==> config.mk <==
export PLATFORM = sky130hd
export DESIGN_NAME = data_access_break_unit
export DESIGN_NICKNAME = d
export VERILOG_FILES = /design/src/hw/data_break_pkg.sv /design/src/hw/ram_access_if.sv /design/src/hw/data_access_break_unit.sv /design/src/hw/break_compare.sv
export SDC_FILE = /design/constraint.sdc
export NUM_CORES = 1
export LEC_CHECK = 0
export BUFFER_PORTS_ARGS = -buffer_cell sky130_fd_sc_hd__buf_2
export CAP_MARGIN = 20
export CELL_PAD_IN_SITES_DETAIL_PLACEMENT = 1
export CELL_PAD_IN_SITES_GLOBAL_PLACEMENT = 1
export CORE_UTILIZATION = 37
export CTS_BUF_LIST = sky130_fd_sc_hd__clkbuf_8
export CTS_CLUSTER_SIZE = 24
export DETAILED_ROUTE_END_ITERATION = 8
export PLACE_DENSITY_LB_ADDON = 0.1
export SLEW_MARGIN = 40
export SYNTH_ARGS = -nofsm -noshare
export SYNTH_HDL_FRONTEND = slang
export SYNTH_SLANG_ARGS = --single-unit
==> constraint.sdc <==
create_clock -name sys_clk -period 1.1 [get_ports sys_clk]
set_clock_uncertainty 0.1 [all_clocks]
set_input_delay 0.055 -clock sys_clk [delete_from_list [all_inputs] [get_ports sys_clk]]
set_output_delay 0.055 -clock sys_clk [all_outputs]
set_load 0.05 [all_outputs]
==> src/hw/data_break_pkg.sv <==
// constants shared by the data access break unit
`default_nettype none
package data_break_pkg;
  localparam int ADDR_W = 12;
  localparam int DATA_W = 4;
  // register offsets on the plain debug port
  localparam logic [3:0] OFS_CTRL = 4'h0;
  localparam logic [3:0] OFS_ADDR = 4'h1;
  localparam logic [3:0] OFS_DATA = 4'h2;
  localparam logic [3:0] OFS_STAT = 4'h3;
  // control field positions
  localparam int CTRL_ARM = 0;
  localparam int CTRL_CLEAR = 1;
  localparam int CTRL_DIR_LO = 2;
  localparam int CTRL_MULTI = 4;
  // data register: value in [3:0], care mask in [7:4]
  localparam int DATA_MASK_LO = 4;
  // reset values
  localparam logic [ADDR_W-1:0] ADDR_RST = 12'h000;
  localparam logic [7:0] DATA_RST = 8'h00;
  typedef enum logic [1:0] {
    DIR_ANY = 2'h0,
    DIR_READ = 2'h1,
    DIR_WRITE = 2'h2
  } dir_t;
  localparam dir_t DIR_RST = DIR_ANY;
endpackage : data_break_pkg
`default_nettype wire

==> src/hw/ram_access_if.sv <==
// data ram access carried to the comparator
`default_nettype none
interface ram_access_if;
  logic valid;
  logic write;
  logic [11:0] addr;
  logic [3:0] data;
  modport src (output valid, output write, output addr, output data);
  modport dst (input valid, input write, input addr, input data);
endinterface : ram_access_if
`default_nettype wire

==> src/hw/data_access_break_unit.sv <==
// data access break unit: one masked data ram break condition
// Operation
// - break only when address, data and direction match in one access
// - data field takes any value 0 to F or is fully masked
// - direction matches reads, writes, or either when masked
// - each data bit can be masked separately, e.g. 1*1* on writes
// - masked direction, address 074 data 5 breaks on read or write
// - one condition only, independent of other break units
// - host clear marks condition absent, no breaks until set again
// - arming multiple condition break cancels the data break condition
`default_nettype none
module data_access_break_unit (
  input wire logic sys_clk,
  input wire logic rst_n,
  input wire logic ram_valid,
  input wire logic ram_write,
  input wire logic [11:0] ram_addr,
  input wire logic [3:0] ram_data,
  input wire logic [3:0] reg_addr,
  input wire logic [11:0] reg_wdata,
  input wire logic reg_wr,
  input wire logic reg_rd,
  output logic [11:0] reg_rdata,
  output logic break_req
);
  // ----------------------------------------------------------------
  // condition registers
  // ----------------------------------------------------------------
  logic present;
  logic [11:0] want_addr;
  logic [7:0] want_data;
  data_break_pkg::dir_t want_dir;
  logic hit;
  logic [11:0] next_rdata;
  ram_access_if acc ();
  assign acc.valid = ram_valid;
  assign acc.write = ram_write;
  assign acc.addr = ram_addr;
  assign acc.data = ram_data;

  // ----------------------------------------------------------------
  // register decode
  // ----------------------------------------------------------------
  wire wr_ctrl = reg_wr && reg_addr == data_break_pkg::OFS_CTRL;
  wire wr_addr = reg_wr && reg_addr == data_break_pkg::OFS_ADDR;
  wire wr_data = reg_wr && reg_addr == data_break_pkg::OFS_DATA;
  wire do_arm = wr_ctrl && reg_wdata[data_break_pkg::CTRL_ARM];
  wire clear_req = wr_ctrl && reg_wdata[data_break_pkg::CTRL_CLEAR];
  wire multi_req = wr_ctrl && reg_wdata[data_break_pkg::CTRL_MULTI];
  wire [1:0] arm_dir = reg_wdata[data_break_pkg::CTRL_DIR_LO +: 2];
  wire [7:0] data_field = reg_wdata[7:0];
  // clear and multiple-condition arming both drop the condition; clear wins over arm
  wire do_drop = clear_req || multi_req;

  // ----------------------------------------------------------------
  // condition state
  // ----------------------------------------------------------------
  always_ff @(posedge sys_clk or negedge rst_n) begin
    if (!rst_n) begin
      present <= 1'b0;
    end else if (do_drop) begin
      present <= 1'b0;
    end else if (do_arm) begin
      present <= 1'b1;
    end
  end
  always_ff @(posedge sys_clk or negedge rst_n) begin
    if (!rst_n) begin
      want_addr <= data_break_pkg::ADDR_RST;
    end else if (wr_addr) begin
      want_addr <= reg_wdata;
    end
  end
  always_ff @(posedge sys_clk or negedge rst_n) begin
    if (!rst_n) begin
      want_data <= data_break_pkg::DATA_RST;
    end else if (wr_data) begin
      want_data <= data_field;
    end
  end
  always_ff @(posedge sys_clk or negedge rst_n) begin
    if (!rst_n) begin
      want_dir <= data_break_pkg::DIR_RST;
    end else if (do_arm) begin
      want_dir <= data_break_pkg::dir_t'(arm_dir);
    end
  end

  // ----------------------------------------------------------------
  // compare, combinational so the break lands in the access cycle
  // ----------------------------------------------------------------
  break_compare u_cmp (
    .acc(acc),
    .present(present),
    .want_addr(want_addr),
    .want_data(want_data[3:0]),
    .care(want_data[7:4]),
    .want_dir(want_dir),
    .hit(hit)
  );
  assign break_req = hit;

  // ----------------------------------------------------------------
  // read back
  // ----------------------------------------------------------------
  assign next_rdata =
    (reg_addr == data_break_pkg::OFS_ADDR) ? want_addr :
    (reg_addr == data_break_pkg::OFS_DATA) ? {4'h0, want_data} :
    (reg_addr == data_break_pkg::OFS_STAT) ? {9'h000, want_dir, present} :
    12'h000;
  always_ff @(posedge sys_clk or negedge rst_n) begin
    if (!rst_n) begin
      reg_rdata <= 12'h000;
    end else begin
      reg_rdata <= reg_rd ? next_rdata : 12'h000;
    end
  end

  // ----------------------------------------------------------------
  // break side checks
  // ----------------------------------------------------------------
  wire [3:0] bit_ok;
  // per-bit view of the mask, kept apart from the xor form so the two cross-check
  for (genvar i = 0; i < 4; i++) begin : g_bit_ok
    assign bit_ok[i] = !want_data[data_break_pkg::DATA_MASK_LO + i]
      || ram_data[i] == want_data[i];
  end
endmodule : data_access_break_unit
`default_nettype wire

==> src/hw/break_compare.sv <==
// masked compare of one ram access against the held condition
`default_nettype none
module break_compare (
  ram_access_if.dst acc,
  input wire logic present,
  input wire logic [11:0] want_addr,
  input wire logic [3:0] want_data,
  input wire logic [3:0] care,
  input wire data_break_pkg::dir_t want_dir,
  output logic hit
);
  wire addr_ok = acc.addr == want_addr;
  // masked bits never block a break
  wire data_ok = ((acc.data ^ want_data) & care) == 4'h0;
  wire dir_ok = (want_dir == data_break_pkg::DIR_ANY)
    || (want_dir == data_break_pkg::DIR_WRITE && acc.write)
    || (want_dir == data_break_pkg::DIR_READ && !acc.write);
  assign hit = present && acc.valid && addr_ok && data_ok && dir_ok;
endmodule : break_compare
`default_nettype wire

==> results of run 1 <==
==> synth_stat cells <==
library cell   n
a22o_1         5
nand3_1        1
nor3_1         1
nor4_1         4
buf_6          2
inv_1          2
mux2i_1        1
a21boi_0       1
buf_2          1
nor2_1         7
xnor2_1        7
a211oi_1       1
nand4b_2       1
mux2_2        22
nand4_1        3
nor2_2         1
nand3b_1       1
xor2_1         9
nand2_1        3
nor3b_2        1
a222oi_1       1
dfrtp_1       35
and2_1         4
nand4b_4       1
o2111ai_1      1
a21oi_1        3
nor2_4         1
==> worst min-delay path: stages <==
cell	delay, ns
buf_2	0.10
nand2_1	0.08
buf_4	0.13
nor4_2	0.04
==> sequential cells by signal, indices dropped and copies added (netlist names) <==
signal / flops
reg_rdata: 12
want_addr: 12
want_data: 8
want_dir: 2
present: 1
==> kinds of logic (layout without fill, tap and decap cells) <==
logic type | after synthesis | count (layout) | synth area share [%]
AO/OA/AOI/OAI | 12 | 12 | 5.81
XOR/XNOR | 16 | 16 | 8.79
buffers and inverters | 5 | 103 | 2.20
flip-flops | 35 | 35 | 54.9
multiplexers | 23 | 23 | 16.2
AND/OR/NAND/NOR | 29 | 29 | 12.1
==> metrics by stage <==
step / utilization [%] / total power (µW) / area [µm²] / hold WS [ns] / setup TNS (ns)
final: 59.5 / 3760 / 2410 / 0.0717 / -0.744
after CTS: 59.3 / 3800 / 2410 / 0.0622 / -0.786
after global routing: 59.5 / 3950 / 2410 / 0.0913 / -0.870
after floorplan: - / 2060 / 1610 / -0.341 / -0.477
after global placement: 53.1 / 2520 / 2150 / -0.116 / -1.76
after detailed placement: 53.1 / 2560 / 2150 / -0.116 / -2.73
==> where the power goes <==
| group | internal (µW) | switching [µW] | total [µW] |
|---|---|---|---|
| combinational | 564 | 377 | 941 |
| clock | 733 | 446 | 1180 |
| sequential | 1490 | 147 | 1640 |
==> cell usage in the layout, fill, tap and decap left out, drive strengths merged, types with 2 or more instances in the layout <==
| cell | synthesis | final |
|---|---|---|
| buf | 3 | 80 |
| dfrtp | 35 | 35 |
| mux2 | 22 | 22 |
| dlygate4sd3 | 0 | 13 |
| xor2 | 9 | 9 |
| nor2 | 9 | 9 |
| xnor2 | 7 | 7 |
| clkbuf | 0 | 6 |
| a22o | 5 | 5 |
| and2 | 4 | 4 |
| nor4 | 4 | 4 |
| nand2 | 3 | 3 |
| a21oi | 3 | 3 |
| nand4 | 3 | 3 |
| inv | 2 | 2 |
| nand4b | 2 | 2 |
==> repair_timing <==
| action | in CTS | in global routing |
|---|---|---|
| hold endpoints to repair | 57 | 0 |
| gates resized for setup | 2 | 1 |
| hold buffers | 13 | 0 |
| pin swaps | 2 | 1 |
| endpoints found under the setup margin | 1 | 3 |
==> layout make-up <==
| type | instances | area [µm²] |
|---|---|---|
| tap | 50 | 62.6 |
| clock buffer | 6 | 82.6 |
| sequential | 35 | 876 |
| clock inverter | 2 | 35.0 |
| timing repair buffer | 93 | 649 |
| multi-input combinational | 80 | 701 |
| fill | 447 | 1640 |
| inverter | 2 | 7.51 |
==> worst max-delay path by stage <==
stage	start	to	slack [ns]
floorplan	want_data[3]$_DFFE_PN0P_	break_req	-0.48
global placement	want_addr[6]$_DFFE_PN0P_	break_req	-0.50
detailed placement	want_data[3]$_DFFE_PN0P_	break_req	-0.57
CTS	want_data[3]$_DFFE_PN0P_	break_req	-0.79
global route	want_data[3]$_DFFE_PN0P_	break_req	-0.84
finish	want_data[3]$_DFFE_PN0P_	break_req	-0.74
==> routing by layer <==
| layer | wire [µm] | share of wire [%] | vias to the layer above |
|---|---|---|---|
| met5 | 0 | 0 | - |
| li1 | - | - | 620 |
| met3 | 184 | 4.4 | 5 |
| met2 | 2340 | 56 | 34 |
| met4 | 36 | 0.86 | 0 |
| met1 | 1620 | 39 | 629 |
==> flow_summary_export.csv, run 1 <==
group,metric,value,unit
placed_design,place_congestion,0.828,
setup_path,timing.rr.start,"want_data[1]$_DFFE_PN0P_",
synth,ys_seq_area_share,54.9,%
grt,grt_pass1_wl,6690,µm
timing,clock.fmax,542,MHz
timing,period_share,168,%
setup_path,crit_fanout,2,
clock_tree,cts_tree,"done",
grt,grt_pass1_vias,1460,
timing,worst_pin_slew,0.356,ns
route,vias,1288,
synth,syn_area,1590,µm²
setup_path,cp.depth,5,
clock_tree,root_buffer,"clkbuf_8",
grt,grt_use_met3,5.74,%
power_and_ir_drop,p_leak,0.00124,µW
floorplanning,die_w,67.6,µm
timing,hold_viol,0,
clock_tree,clock_sinks,35,
final_layout,drive_above_1_share,53.7,%
placed_design,hpwl,3120,µm
floorplanning,die_y,67.6,µm
synth,synthCells,120,
final_layout,final_nets,255,
setup_path,crit_chain,"xor2_1 -> a222oi_1 -> nand3_1 -> nor3_4 -> buf_6",
route,dr.pass1.iters,4,
route,wl,4180,µm
synth,post_synth.cell_area_avg,13.3,µm²
placed_design,dp_slack,-0.567,ns
timing,rsz0062_at_grt,"yes",
timing,setup_viol,1,
setup_path,rrSetupSlack,0.04,ns
clock_tree,clk_pin_slew,0.07,ns
grt,grtUsageMet1,22.3,%
grt,antenna_found_initial,0,
setup_path,cp_slowest_stage_delay,0.39,ns
synth,yosysWarnings,0,
final_layout,area_growth,51.4,%
synth,synth_area_leaders,"dfrtp_1, mux2_2, xor2_1, xnor2_1, a22o_1",
clock_tree,insertion_delay,0.28,ns
hold_path,hp-class,"input pin to flop",
setup_path,endpoint_kind,"primary output",
grt,grtUsageTotal,20.8,%
route,drtAntennaViolNets,0,
timing,period_needed,1.84,ns
setup_path,start_kind,"flop",
clock_tree,post_cts_buffers,0,
clock_tree,clockBufferDepth,2,
setup_path,arrival,1.69,ns
floorplanning,die_area,4570,µm²
grt,grt_max_degree,22,
status,status,"complete, but fails checks",
setup_path,timing.critical_path.buf_inv,1,
setup_path,critical_path_class,"flop to primary output",
power_and_ir_drop,p_per_area,1560,nW/µm²
final_layout,final-instance-count-excl-fill,268,
floorplanning,coreArea,4060,µm²
grt,grt-ovfl-total,0,
synth,synth_cell_type_count,27,
clock_tree,cts_htree_levels,2,
hold_path,min_path_cells,4,
timing,drv_slew,0,
hold_path,hold_end,"reg_rdata[0]$_DFF_PN0_",
setup_path,critPathRequiredTime,0.94,ns
timing,fin_ws,-0.744,ns
placed_design,dp_cells,247,
grt,grtUsageMet2,39.1,%
synth,synth.top_cell.area_share,54.9,%
setup_path,crit_family,"flip-flops",
route,route.detailed.drc,0,
route,detail_route.wl_per_cell,15.6,µm
floorplanning,ios,51,
flow_run,maxCapViolCount,0,
clock_tree,numCtsBuffers,5,
floorplanning,start_util,39.3,%
setup_path,r2r-end,"reg_rdata[1]$_DFF_PN0_",
setup_path,reg2reg_depth,3,
status,violations,"negative setup slack",
synth,yosys.area.top_type,"dfrtp_1",
grt,busiest_layer,"met2",
final_layout,diodes,0,
timing,relSlewSlack,76.2,%
hold_path,worst_hold_startpoint,"reg_rd",
placed_design,io_buffer_count,50,
route,avgViaCountPerCell,4.81,
route,drt_iter0_drc,62,
synth,synth_nets,158,
power_and_ir_drop,ir_drop,0.774,mV
synth,synth-seq-cells,35,
floorplanning,row_count,23,
setup_path,crit_path_top_delay_cell,"dfrtp_1",
(Power assumes the default switching activity.)
==> inputs of run 2 (changes only) <==
--- a/config.mk
+++ b/config.mk
@@ -9,10 +9,12 @@
 export CAP_MARGIN = 20
 export CELL_PAD_IN_SITES_DETAIL_PLACEMENT = 1
 export CELL_PAD_IN_SITES_GLOBAL_PLACEMENT = 1
+export CORE_MARGIN = 2
 export CORE_UTILIZATION = 37
 export CTS_BUF_LIST = sky130_fd_sc_hd__clkbuf_8
 export CTS_CLUSTER_SIZE = 24
 export DETAILED_ROUTE_END_ITERATION = 8
+export GPL_TIMING_DRIVEN = 0
 export PLACE_DENSITY_LB_ADDON = 0.1
 export SLEW_MARGIN = 40
 export SYNTH_ARGS = -nofsm -noshare
==> run 2 against run 1 <==
Power fell by 7.4%. Via count is 5.4% lower. Flip-flop and latch count is the same. Cell area decreased by 8.6%. Combinational power is 26% lower. Fmax increased by 0.32%. Setup slack gained 0.0059 ns. Sequential share of layout area increased by 3.4 points. Routed wire length down 4.5%. Clock power down 5%. Critical path depth unchanged. The flow still finishes with violations (negative setup slack).
==> flow_summary_export.csv, run 2 (synthesized netlist as in run 1, its figures left out) <==
group,metric,value,unit
status,status,"complete, but fails checks",
status,violations,"negative setup slack",
timing,hold_viol,0,
route,drt-met1-wl,1750,µm
flow_run,maxCapViolCount,0,
route,met2RoutedLength,1990,µm
clock_tree,cts_htree_levels,2,
timing,fin_ws,-0.738,ns
route,wl,3990,µm
clock_tree,cts_tree,"done",
setup_path,timing.rr.start,"want_addr[0]$_DFFE_PN0P_",
timing,drv_slew,0,
clock_tree,insertion_delay,0.29,ns
setup_path,reg2reg_depth,2,
route,drtAntennaViolNets,0,
floorplanning,die_area,4850,µm²
hold_path,worst_hold_startpoint,"reg_addr[0]",
final_layout,reg_top3,"reg_rdata (12), want_addr (12), want_data (8)",
timing,rsz0062_at_grt,"yes",
floorplanning,die_w,69.6,µm
grt,grt_pass1_vias,1373,
final_layout,layout_common_cells,"buf_2, dfrtp_1, mux2_2",
route,dr.pass1.iters,4,
final_layout,final_nets,230,
power_and_ir_drop,p_per_area,1580,nW/µm²
route,avgViaCountPerCell,5.03,
final_layout,area_growth,38.4,%
power_and_ir_drop,finalPower,3480,µW
placed_design,io_buffer_count,48,
timing,tns,-0.738,ns
floorplanning,ios,51,
floorplanning,start_util,39.0,%
setup_path,endpoint_kind,"primary output",
floorplanning,die_y,69.6,µm
grt,grt_pass1_wl,6640,µm
power_and_ir_drop,ir_drop,1.27,mV
clock_tree,clockBufferDepth,2,
floorplanning,row_count,23,
placed_design,dp_cells,218,
grt,grt-ovfl-total,0,
floorplanning,coreArea,4090,µm²
final_layout,mostFrequentLayoutCell,"buf_2",
power_and_ir_drop,p_leak,0.00111,µW
setup_path,critPathRequiredTime,0.94,ns
setup_path,start_kind,"flop",
final_layout,fillCellCount,432,
setup_path,startpoint,"want_data[2]$_DFFE_PN0P_",
final_layout,drive_above_1_share,46.9,%
route,vias,1218,
setup_path,crit_fanout,3,
hold_path,min_path_cells,3,
route,detail_route.wl_per_cell,16.5,µm
setup_path,rrSetupSlack,0.08,ns
timing,clock.fmax,544,MHz
grt,antenna_found_initial,0,
timing,relSlewSlack,69.9,%
clock_tree,clk_pin_slew,0.07,ns
timing,period_needed,1.84,ns
final_layout,final-instance-count-excl-fill,242,
grt,grt_max_degree,36,
hold_path,hold_end,"reg_rdata[0]$_DFF_PN0_",
route,highest_layer,"met4",
placed_design,place_congestion,0.769,
timing,period_share,167,%
route,wl_met3,200,µm
placed_design,dp_slack,-0.567,ns
route,route.detailed.drc,0,
timing,setup_viol,1,
clock_tree,clock_sinks,35,
setup_path,arrival,1.68,ns
setup_path,r2r-end,"want_addr[0]$_DFFE_PN0P_",
route,drt_iter0_drc,39,
final_layout,diodes,0,
grt,grtUsageTotal,17.8,%
hold_path,hp-class,"input pin to flop",
setup_path,critical_path_class,"flop to primary output",
clock_tree,root_buffer,"clkbuf_8",
placed_design,hpwl,2860,µm
timing,worst_pin_slew,0.452,ns
clock_tree,numCtsBuffers,5,
-- run 2: cell types whose count changed in the layout (fill, tap and decap cells not counted), moves of 2 or more --
cell | previous run | this run
buf_12 | 3 | 0
buf_6 | 1 | 3
buf_2 | 49 | 47
buf_4 | 27 | 4
-- run 2: power by group --
group,leakage (µW),internal [µW],switching [µW]
Combinational,0.000603,393,303
Clock,0.0000554,655,464
Sequential,0.000449,1490,176
-- run 2: worst max-delay path by stage --
stage / endpoint / slack [ns] / cells after the start
finish: break_req / -0.74 / 5
global route: break_req / -0.85 / 5
CTS: break_req / -0.76 / 5
detailed placement: break_req / -0.57 / 5
global placement: break_req / -0.55 / 5
floorplan: break_req / -0.48 / 4
-- run 2: routing by layer --
| layer | track usage [%] | up-vias |
|---|---|---|
| li1 | - | 569 |
| met2 | 28.7 | 42 |
| met3 | 5.09 | 6 |
| met1 | 22.5 | 601 |
| met4 | 7.26 | 0 |
| met5 | 0 | - |
-- run 2: layout make-up --
cell class,instances,area [µm²],share of cell area (%)
buffer,3,27.5,1.25
clock buffer,5,68.8,3.12
clock inverter,2,33.8,1.53
inverter,2,7.51,0.340
multi-input combinational,80,718,32.6
sequential,35,876,39.7
tap,50,62.6,2.84
timing repair buffer,65,412,18.7
-- run 2: timing repair --
action | in CTS | in global routing
buffers inserted | 2 | 1
pin swaps | 3 | 2
hold buffers | 14 | 0
hold endpoints to repair | 59 | 0
gates resized for setup | 3 | 3
endpoints found under the setup margin | 1 | 11
-- run 2: per-stage QoR --
stage          hold slack (ns)  utilization (%)  cell area, µm²
2_1_floorplan           -0.341                -            1610
3_3_place_gp            0.0727             46.7            1910
3_5_place_dp            0.0884             46.7            1910
4_1_cts                0.00394             53.3            2180
5_1_grt                 0.0404             54.0            2210
6_report               0.00433             54.0            2210
-- run 2: worst max-delay path, stage by stage, from the launching register on --
cell	delay, ns
dfrtp_1	0.42
xor2_1	0.17
a211oi_1	0.28
nand3_1	0.18
nor3_4	0.15
buf_6	0.18
